==> src/rtl/quad_wiper_defines.vh <==
`ifndef QUAD_WIPER_DEFINES_VH
`define QUAD_WIPER_DEFINES_VH
// serial word layout
`define FRAME_BITS 16
`define CMD_MSB 15
`define CMD_LSB 12
`define ADR_MSB 11
`define ADR_LSB 8
`define WIPER_W 6
// command codes
`define CMD_NOP 4'h0
`define CMD_RESTORE_ONE 4'h1
`define CMD_STORE_WIPER 4'h2
`define CMD_STORE_BYTE 4'h3
`define CMD_SHR_ONE 4'h4
`define CMD_SHR_ALL 4'h5
`define CMD_DEC_ONE 4'h6
`define CMD_DEC_ALL 4'h7
`define CMD_RESTORE_ALL 4'h8
`define CMD_READ_STORE 4'h9
`define CMD_READ_WIPER 4'hA
`define CMD_WRITE_WIPER 4'hB
`define CMD_SHL_ONE 4'hC
`define CMD_SHL_ALL 4'hD
`define CMD_INC_ONE 4'hE
`define CMD_INC_ALL 4'hF
// nonvolatile map: 0..3 wipers, 4 latched outputs, 5..15 user bytes
`define NV_DEPTH 16
`define NV_LATCH_ADR 4'h4
`define WIPER_MID 6'h20
`define WIPER_FULL 6'h3F
`define NV_WIPER_RESET 8'h20
`define NV_LATCH_RESET 8'h03
// store time
`define STORE_MS 25
`define CLK_MHZ 125
`define STORE_CYCLES (`STORE_MS * `CLK_MHZ * 1000)
`endif
==> src/rtl/quad_wiper_command_logic.v <==
// Operation
// - word: command, address, data byte
// - serial out replays previous sixteen bits
// - execute only when select rises
// - command 3 writes one stored byte
// - step and shift ignore data byte
// - 14 steps one up, 15 all
// - 6 steps one down, 7 all
// - 12 and 13 double wiper code
// - left shift of zero gives one
// - left shift at midscale saturates full
// - 4 and 5 halve wiper code
// - restore one holds read state until nop
// - latched outputs reload on 1, 8, power
// - wipers reload on power, 1, 8, preset
// - latched outputs default high, held
// - eleven user bytes, store 3, read 9
// - code selects one of 64 taps
// - power-on preset reloads wiper registers
// - sixteen command codes decoded
// - msb first; bare select pulse repeats
// - store locks shifter, ready pulses low
// - preset low midscale, rise reloads
`timescale 1ns/10ps
`include "quad_wiper_defines.vh"
module quad_wiper_command_logic #(
  parameter STORE_CYCLES = `STORE_CYCLES
) (
  input wire core_clk_i,
  input wire rst_i,
  input wire clk_en_i,
  input wire sclk_i,
  input wire cs_n_i,
  input wire sdi_i,
  input wire preset_strobe_n_i,
  output reg sdo_o,
  output reg sdo_oe_o,
  output reg ready_n_o,
  output reg ready_oe_o,
  output reg latched_output_one_o,
  output reg latched_output_two_o,
  output reg read_state_o,
  output reg [255:0] tap_select_o,
  output reg [23:0] wiper_register_o
);
////////////////////////////////////////////////////////////////////////////////
reg [1:0] sclk_sync_reg;
reg [1:0] cs_sync_reg;
reg [1:0] sdi_sync_reg;
reg [1:0] preset_sync_reg;
reg sclk_d_reg;
reg cs_d_reg;
reg preset_d_reg;

// serial side state
reg [15:0] shift_reg;
reg [15:0] last_word_reg;
reg [15:0] readback_reg;
reg readback_pend_reg;
reg [4:0] bit_cnt_reg;
reg have_word_reg;

// storage and timers
reg [5:0] wiper_reg [0:3];
reg [7:0] nvs_reg [0:15];
reg [31:0] store_cnt_reg;
reg store_busy_reg;
reg boot_reg;

// only the second stage of each synchroniser is read
wire sclk_s = sclk_sync_reg[1];
wire cs_s = cs_sync_reg[1];
wire preset_s = preset_sync_reg[1];
wire sclk_rise = sclk_s & ~sclk_d_reg;
wire sclk_fall = ~sclk_s & sclk_d_reg;
wire cs_rise = cs_s & ~cs_d_reg;
wire preset_rise = preset_s & ~preset_d_reg;

// a bare select pulse reuses the last word
wire [15:0] word = (bit_cnt_reg == 5'h00) ? last_word_reg : shift_reg;
// lengths not a multiple of 16 are dropped; a 32-bit frame runs on its last sixteen bits
wire frame_ok = (bit_cnt_reg[3:0] == 4'h0) &&
                (have_word_reg ||
                 bit_cnt_reg != 5'h00);
wire [3:0] cmd = word[`CMD_MSB:`CMD_LSB];
wire [3:0] adr = word[`ADR_MSB:`ADR_LSB];
wire [7:0] dat = word[7:0];
wire exec = cs_rise & frame_ok & ~store_busy_reg;
////////////////////////////////////////////////////////////////////////////////
// per-channel wiper arithmetic
// saturating: codes never wrap past either end
function [5:0] wiper_op;
  input [3:0] c;
  input [5:0] w;
  begin
    case (c)
      `CMD_SHR_ONE, `CMD_SHR_ALL: wiper_op = {1'b0, w[5:1]};
      `CMD_DEC_ONE, `CMD_DEC_ALL:
        wiper_op = (w == 6'h00) ? w : w - 6'h01;
      `CMD_SHL_ONE, `CMD_SHL_ALL: begin
        if (w == 6'h00) wiper_op = 6'h01;
        else if (w >= `WIPER_MID) wiper_op = `WIPER_FULL;
        else wiper_op = {w[4:0], 1'b0};
      end
      `CMD_INC_ONE, `CMD_INC_ALL:
        wiper_op = (w == `WIPER_FULL) ? w : w + 6'h01;
      default: wiper_op = w;
    endcase
  end
endfunction
////////////////////////////////////////////////////////////////////////////////
always @(posedge core_clk_i) begin
  if (rst_i) begin
    sclk_sync_reg <= 2'h0;
    cs_sync_reg <= 2'h3;
    sdi_sync_reg <= 2'h0;
    // reset values match the idle pin levels: no false edge after reset
    preset_sync_reg <= 2'h3;
    sclk_d_reg <= 1'b0;
    cs_d_reg <= 1'b1;
    preset_d_reg <= 1'b1;
  end else if (clk_en_i) begin
    // three cycles pass before any pin change is acted upon
    sclk_sync_reg <= {sclk_sync_reg[0], sclk_i};
    cs_sync_reg <= {cs_sync_reg[0], cs_n_i};
    sdi_sync_reg <= {sdi_sync_reg[0], sdi_i};
    preset_sync_reg <= {preset_sync_reg[0], preset_strobe_n_i};
    sclk_d_reg <= sclk_s;
    cs_d_reg <= cs_s;
    // the edge detectors read only the second stages
    preset_d_reg <= preset_s;
  end
end
////////////////////////////////////////////////////////////////////////////////
// serial shifter and frame counter
always @(posedge core_clk_i) begin
  if (rst_i) begin
    shift_reg <= 16'h0000;
    last_word_reg <= 16'h0000;
    readback_reg <= 16'h0000;
    readback_pend_reg <= 1'b0;
    bit_cnt_reg <= 5'h00;
    have_word_reg <= 1'b0;
    sdo_o <= 1'b0;
    sdo_oe_o <= 1'b0;
  end else if (clk_en_i) begin
    // open drain: the pin is pulled low only for a zero bit
    sdo_oe_o <= ~cs_s & ~sdo_o;
    // a frame sent during a store is lost, not queued
    if (!cs_s && sclk_rise && !store_busy_reg) begin
      shift_reg <= {shift_reg[14:0], sdi_sync_reg[1]};
      readback_reg <= {readback_reg[14:0], 1'b0};
      bit_cnt_reg <= (bit_cnt_reg == 5'h0F) ? 5'h10 :
                     {1'b0, bit_cnt_reg[3:0] + 4'h1};
    end
    if (!cs_s && sclk_fall) begin
      // readback replaces the chain output for one word only
      sdo_o <= readback_pend_reg ? readback_reg[15] : shift_reg[15];
    end
    if (cs_rise) begin
      // a cut frame only clears the count
      bit_cnt_reg <= 5'h00;
      if (exec) begin
        last_word_reg <= word;
        have_word_reg <= 1'b1;
        readback_pend_reg <= 1'b0;
        if (cmd == `CMD_READ_STORE) begin
          readback_reg <= {8'h00, nvs_reg[adr]};
          readback_pend_reg <= 1'b1;
        end else if (cmd == `CMD_READ_WIPER) begin
          readback_reg <= {10'h000, wiper_reg[adr[1:0]]};
          readback_pend_reg <= 1'b1;
        end
      end
    end
    if (cs_s && !cs_rise) sdo_o <= readback_pend_reg ? readback_reg[15]
                                                      : shift_reg[15];
  end
end
////////////////////////////////////////////////////////////////////////////////
// store timer and ready pulse
// counted in core cycles; a bench may shorten it by the parameter
always @(posedge core_clk_i) begin
  if (rst_i) begin
    store_cnt_reg <= 32'h00000000;
    store_busy_reg <= 1'b0;
    ready_n_o <= 1'b1;
    ready_oe_o <= 1'b0;
  end else if (clk_en_i) begin
    ready_n_o <= 1'b1;
    ready_oe_o <= 1'b0;
    if (store_busy_reg) begin
      if (store_cnt_reg == STORE_CYCLES - 1) begin
        store_busy_reg <= 1'b0;
        // one core cycle low, then the pin floats high again
        ready_n_o <= 1'b0;
        ready_oe_o <= 1'b1;
      end else begin
        store_cnt_reg <= store_cnt_reg + 32'h00000001;
      end
    end else if (exec && (cmd == `CMD_STORE_WIPER ||
                          cmd == `CMD_STORE_BYTE)) begin
      store_busy_reg <= 1'b1;
      store_cnt_reg <= 32'h00000000;
    end
  end
end
////////////////////////////////////////////////////////////////////////////////
// nonvolatile store; reset stands in for the cell contents
genvar gi;
generate
  for (gi = 0; gi < `NV_DEPTH; gi = gi + 1) begin : g_nv
    always @(posedge core_clk_i) begin
      if (rst_i) begin
        nvs_reg[gi] <= (gi < 4) ? `NV_WIPER_RESET :
                       (gi == 4) ? `NV_LATCH_RESET : 8'h00;
      end else if (clk_en_i && exec && adr == gi) begin
        if (cmd == `CMD_STORE_BYTE) nvs_reg[gi] <= dat;
        else if (cmd == `CMD_STORE_WIPER && gi < 4)
          nvs_reg[gi] <= {2'b00, wiper_reg[gi]};
      end
    end
  end
endgenerate
////////////////////////////////////////////////////////////////////////////////
// wiper registers
generate
  for (gi = 0; gi < 4; gi = gi + 1) begin : g_wiper
    wire sel = (adr[1:0] == gi);
    always @(posedge core_clk_i) begin
      if (rst_i) begin
        wiper_reg[gi] <= `WIPER_MID;
      end else if (clk_en_i) begin
        if (boot_reg) begin
          wiper_reg[gi] <= nvs_reg[gi][5:0];
        end else if (!preset_s) begin
          // preset low outranks commands; a frame executed then is lost
          wiper_reg[gi] <= `WIPER_MID;
        end else if (preset_rise) begin
          wiper_reg[gi] <= nvs_reg[gi][5:0];
        end else if (exec) begin
          case (cmd)
            `CMD_RESTORE_ALL:
              wiper_reg[gi] <= nvs_reg[gi][5:0];
            `CMD_RESTORE_ONE: begin
              if (sel) wiper_reg[gi] <= nvs_reg[gi][5:0];
            end
            `CMD_WRITE_WIPER: begin
              if (sel) wiper_reg[gi] <= dat[5:0];
            end
            // all-channel forms move the four channels in one cycle
            `CMD_SHR_ALL, `CMD_DEC_ALL, `CMD_SHL_ALL, `CMD_INC_ALL:
              wiper_reg[gi] <= wiper_op(cmd, wiper_reg[gi]);
            `CMD_SHR_ONE, `CMD_DEC_ONE, `CMD_SHL_ONE, `CMD_INC_ONE: begin
              // the data byte plays no part here
              if (sel)
                wiper_reg[gi] <= wiper_op(cmd, wiper_reg[gi]);
            end
            default: wiper_reg[gi] <= wiper_reg[gi];
          endcase
        end
      end
    end
  end
endgenerate
////////////////////////////////////////////////////////////////////////////////
// power-on preset, latched outputs, read state, tap decode
integer ti;
always @(posedge core_clk_i) begin
  if (rst_i) begin
    boot_reg <= 1'b1;
    latched_output_one_o <= 1'b1;
    latched_output_two_o <= 1'b1;
    read_state_o <= 1'b0;
    // tap zero of each channel, matching the zero code shown in reset
    tap_select_o <= {4{64'h0000000000000001}};
    wiper_register_o <= 24'h000000;
  end else if (clk_en_i) begin
    boot_reg <= 1'b0;
    // the preset strobe leaves the latched outputs alone
    if (boot_reg || (exec && (cmd == `CMD_RESTORE_ONE ||
                              cmd == `CMD_RESTORE_ALL))) begin
      latched_output_one_o <= nvs_reg[`NV_LATCH_ADR][0];
      latched_output_two_o <= nvs_reg[`NV_LATCH_ADR][1];
    end
    // read state only flags the higher-power mode; nothing else uses it
    if (exec && cmd == `CMD_RESTORE_ONE) read_state_o <= 1'b1;
    else if (exec && cmd == `CMD_NOP) read_state_o <= 1'b0;
    // one 64-bit tap word per channel, channel 0 lowest
    for (ti = 0; ti < 4; ti = ti + 1) begin
      wiper_register_o[ti*6 +: 6] <= wiper_reg[ti];
      tap_select_o[ti*64 +: 64] <= 64'h1 << wiper_reg[ti];
    end
  end
end
endmodule // quad_wiper_command_logic

==> config.mk <==
export PLATFORM = sky130hd
export DESIGN_NAME = quad_wiper_command_logic
export DESIGN_NICKNAME = d
export VERILOG_FILES = /design/src/rtl/quad_wiper_command_logic.v
export VERILOG_INCLUDE_DIRS = /design/src /design/src/rtl
export SDC_FILE = /design/constraint.sdc
export NUM_CORES = 1
export LEC_CHECK = 0
export BUFFER_PORTS_ARGS = -buffer_cell sky130_fd_sc_hd__clkbuf_2
export CAP_MARGIN = 15
export CORE_MARGIN = 3
export CORE_UTILIZATION = 56
export DETAILED_ROUTE_END_ITERATION = 10
export GPL_TIMING_DRIVEN = 0
export PLACE_DENSITY = 0.77
export SLEW_MARGIN = 20
export SYNTH_ARGS = -nofsm -noshare
export SYNTH_HDL_FRONTEND = slang
export SYNTH_SLANG_ARGS = --single-unit
export TNS_END_PERCENT = 100
==> constraint.sdc <==
create_clock -name core_clk_i -period 5.6 [get_ports core_clk_i]
set_clock_uncertainty 0.05 [all_clocks]
set_input_delay 0.84 -clock core_clk_i [delete_from_list [all_inputs] [get_ports core_clk_i]]
set_output_delay 0.84 -clock core_clk_i [all_outputs]
set_load 0.01 [all_outputs]
Word-level counts from Yosys, hierarchy flattened
Memory sizes are Yosys's and may differ from the RTL's. A register that Yosys moved wholly into a read port is not among the register bits.
Index checks and enable logic that the tools add are counted.
- bits in registers: 385
- latch bits: 0
- RAM bits: 152
- memory bits (read-only): 0
- input bits: 7
- word-level logic and storage cells: 579
- memories kept: 2
- memory list (memory ; depth ; bits a word ; read ports ; clocked after Yosys merged registers in ; wr ports ; RTL line ; RTL):
    nvs_reg ; 16 ; 8 ; 6 ; 1 ; 16 ; quad_wiper_command_logic.v:65 ; reg [7:0] nvs_reg [0:15];
    wiper_reg ; 4 ; 6 ; 5 ; 0 ; 4 ; quad_wiper_command_logic.v:64 ; reg [5:0] wiper_reg [0:3];
- add/subtract/negate cells: 10
- $mul: 0
- divide/modulo/power cells: 0
- magnitude comparators: 4
- equal/unequal tests: 40
- shifts and indexed selects: 4
- multiplexer cells: 365
- bitwise gates (word level): 70
- reductions and logical operators: 61
- operators by type and width (kind ; number):
    2-to-1 mux 6 bit ; 112
    left shift 1 x 6 -> 64 bit, first input constant ; 4
    2-to-1 mux 1 bit ; 217
    2-to-1 mux 8 bit ; 20
    2-to-1 mux 16 bit ; 6
    2-to-1 mux 32 bit ; 3
    case mux 6 bit (4 select lines) ; 4
    equality test 4 bit, second input constant ; 16
    OR 1 bit ; 56
    adder 32 x 1 -> 32 bit, second input constant ; 1
    equality test 32 x 22 -> 1 bit, second input constant ; 1
    equality test 4 x 3 -> 1 bit, second input constant ; 8
    logical AND 1 bit ; 26
    adder 6 x 1 -> 6 bit, second input constant ; 4
    equality test 6 bit, second input constant ; 4
    greater-or-equal comparator 6 bit, second input constant ; 4
    zero test 6 bit ; 4
    subtractor 6 x 1 -> 6 bit, second input constant ; 4
    equality test 4 x 2 -> 1 bit, second input constant ; 4
    2-to-1 mux 5 bit ; 3
    zero test 4 bit ; 3
    OR reduction 11 bit ; 1
    AND reduction 2 bit ; 5
    equality test 4 x 1 -> 1 bit, second input constant ; 2
    other kinds (16) ; 42

Longest topological paths before layout
- depth after elaboration: 18
- depth in mapped cells: 13

Worst setup path before layout
No wires, ideal clock.
- path type: register -> register
- start: register bit_cnt_reg[0]
- end: memory wiper_reg[0][0], enable pin
- setup time: 0.368 ns
- arrival time: 2.537 ns
- data required time: 5.182 ns
- slack: 2.645 ns
- stages on the path, launching flop included: 9
- buffers on the path: 1
- clock period less this slack: 2.955 ns
- cells stage by stage: dfxtp_1 > inv_1 > ha_1 > or4b_1 > buf_4 > mux2i_4 > nor4b_1 > nor2_1 > o211ai_1
- RTL lines (item ; RTL line ; RTL):
    start: declaration ; quad_wiper_command_logic.v:60 ; reg [4:0] bit_cnt_reg;
    start signal: assignment ; quad_wiper_command_logic.v:153 ; bit_cnt_reg <= (bit_cnt_reg == 5'h0F) ? 5'h10 :
    end: declaration ; quad_wiper_command_logic.v:64 ;

==> flow_metrics.tcl <==
set metrics [dict create \
    outcome "finished, final reports clean" \
    period_share_pct 77.1 \
    die_w_um 210 \
    grt_pass1_vias 20100 \
    slew_violations 0 \
    synth_top_area_share_pct 33.1 \
    core_um2 41000 \
    finalHoldViolCount 0 \
    startpoint_type "flip-flop" \
    place.gp.congestion 1.05 \
    htree_levels 2 \
    antenna_found_initial 2 \
    synth-edff-count 152 \
    path_max_fanout 10 \
    maxCapViolations 0 \
    grt_pass1_wl_um 120000 \
    drc_errors 0 \
    wl_um 80100 \
    pin_count 294 \
    place_area_um2 25500 \
    ant_nets 0 \
    area_delta_synth_final_pct 16.7 \
    yosysMostFrequentCell "dfxtp_1" \
    synth.net_count 2462 \
    wl_per_cell_um 24.0 \
    cts_made_buffers 53 \
    cp.required_ns 5.88 \
    tritoncts "yes" \
    setup_violations 0 \
    irDropWorstVdd_uv 264 \
    syn_area_um2 23400 \
    drtPass1Iterations 6 \
    start_util_pct 57.0 \
    grt_setup_unrepaired "false" \
    clk_path_buf_depth 3 \
    via_count 21500 \
    layout_min_cycle_time_ns 4.32 \
    clk_latency_ns 0.61 \
    max_freq_ghz 0.232 \
    cellLeakagePower_nw 10.4 \
    grt_overflow 0 \
    drive_gt1_share_pct 15.8 \
    path_clk_slew_ns 0.06 \
    largest_register_ff_count 256 \
    final_cell_area_um2 27300 \
    place_ws_ns 0.984 \
    p_per_area_nw_per_um2 301 \
    cts-root-buf "clkbuf_16" \
    fin_ws_ns 1.28 \
    ys_types 76 \
    yosysWarnings 0 \
    dpl.hpwl_um 58600 \
    synth.largest_area_cell "dfxtp_1" \
    max-slew-margin-rel_pct 22.6 \
    post_cts_resized 0 \
    via_per_inst 6.42 \
    fp.dieArea_um2 44300 \
    fp-row-count 74 \
    num_antenna_cells 0 \
    numPortBuffers 292 \
    cts_hold_buf 0 \
    post-cts-setup-buffers 0 \
    synthArstFlopShare_pct 0 \
    crit_arrival_ns 4.60 \
    grt_max_degree 15 \
    grt_usage_pct 34.7 \
    synth_commonest_cells "dfxtp_1 (387), nand2_1 (334), nor2_1 (290)" \
    worst-setup-path-type "reg -> reg" \
    worstMarginPinSlew_ns 1.13 \
    finalSetupTns_ns 0 \
    fill_cells 3307 \
    drtIter0Drc 2661 \
    syn_area_per_cell_um2 9.67 \
    nets 2810 \
    ys_top_cells_by_area "dfxtp_1 (33%), edfxtp_1 (20%), a22o_1 (7.5%)" \
    cts_sinks 539 \
    netlist_instances 2420 \
    ys_ff_latch 539 \
    ys_seq_area_share_pct 52.6 \
    ys.flop_type "dfxtp_1" \
    hp-class "reg -> reg" \
    fp.dieH_um 210 \
    crit_path_end_kind "flip-flop" \
]
layer usage:
layer | vias to the layer above | routed length (um) | track usage [%]
met5 | - | 28 | 0
met4 | 4 | 4740 | 18.2
met3 | 310 | 7660 | 6.94
met2 | 1295 | 36100 | 55.7
met1 | 10400 | 31500 | 44.8
li1 | 9492 | - | -
placed cells by master, fill, tap and decap left out, types with 57 or more instances in the layout:
cell type and instances:
nand3_1 102, a22o_1 201, nand2_1 334, clkbuf_1 137
mux2i_1 72, clkbuf_16 57, clkbuf_2 292, o21ai_0 74
dfxtp_1 387, edfxtp_1 152, nor2_1 290, a21oi_1 116
metrics by stage:
stage / hold WS [ns] / power [mW] / instances / utilization [%]
after global routing: 0.427 / 8.41 / 3341 / 66.6
after floorplan: 0.381 / 4.52 / 2420 / -
after detailed placement: 0.400 / 4.72 / 3245 / 62.3
after CTS: 0.396 / 8.22 / 3341 / 66.5
final: 0.407 / 8.21 / 3341 / 66.6
after global placement: 0.383 / 4.71 / 3244 / 62.2
cell families (layout without fill, tap and decap cells):
group | after synthesis | in the layout | synth area share (%)
and+or+nand+nor | 939 | 939 | 18.4
adders and majority gates | 35 | 35 | 1.87
muxes | 93 | 93 | 4.55
DFF | 539 | 539 | 52.6
AOI/OAI and AO/OA | 554 | 554 | 17.4
xor gates and xnor gates | 36 | 36 | 1.35
buffers and inverters | 224 | 613 | 3.78
critical path, cell delays in order (launching register included):
cell	delay [ns]
dfxtp_1	0.42
inv_1	0.07
ha_1	0.23
or4b_1	0.17
buf_4	0.21
buf_6	0.21
buf_4	0.23
buf_1	0.58
mux2i_1	0.64
buf_2	0.51
buf_1	0.57
nor2_1	0.12
final cells by class:
type                            count  area (um^2)  share of cell area (%)
Sequential cell                   539        12300                    45.1
Clock inverter                     13         86.3                   0.316
Inverter                           34          128                   0.467
Buffer                            190          756                    2.77
Multi-Input combinational cell   1657        10200                    37.5
Tap cell                          532          666                    2.44
Clock buffer                       83         1650                    6.06
Timing Repair Buffer              293         1470                    5.37
report_power, final:
group / switching (mW) / internal (mW) / leakage, nW
Clock: 1.53 / 2.03 / 0.838
Combinational: 0.366 / 0.128 / 4.98
Sequential: 0.0605 / 4.10 / 4.59
worst paths after layout:
| path | from | to | slack, ns | depth (start not counted) |
|---|---|---|---|---|
| min | wiper_register_o[17]$_SDFFE_PP0P_ | wiper_register_o[17]$_SDFFE_PP0P_ | 0.41 | 2 |
| min reg2reg | wiper_register_o[17]$_SDFFE_PP0P_ | wiper_register_o[17]$_SDFFE_PP0P_ | 0.41 | 2 |
| max reg2reg | bit_cnt_reg[0]$_SDFFE_PP0P_ | nvs_reg[13][2]$_SDFFCE_PN0P_ | 1.28 | 11 |
| max | bit_cnt_reg[0]$_SDFFE_PP0P_ | nvs_reg[13][2]$_SDFFCE_PN0P_ | 1.28 | 11 |
Power figures use the tool's default switching activity.
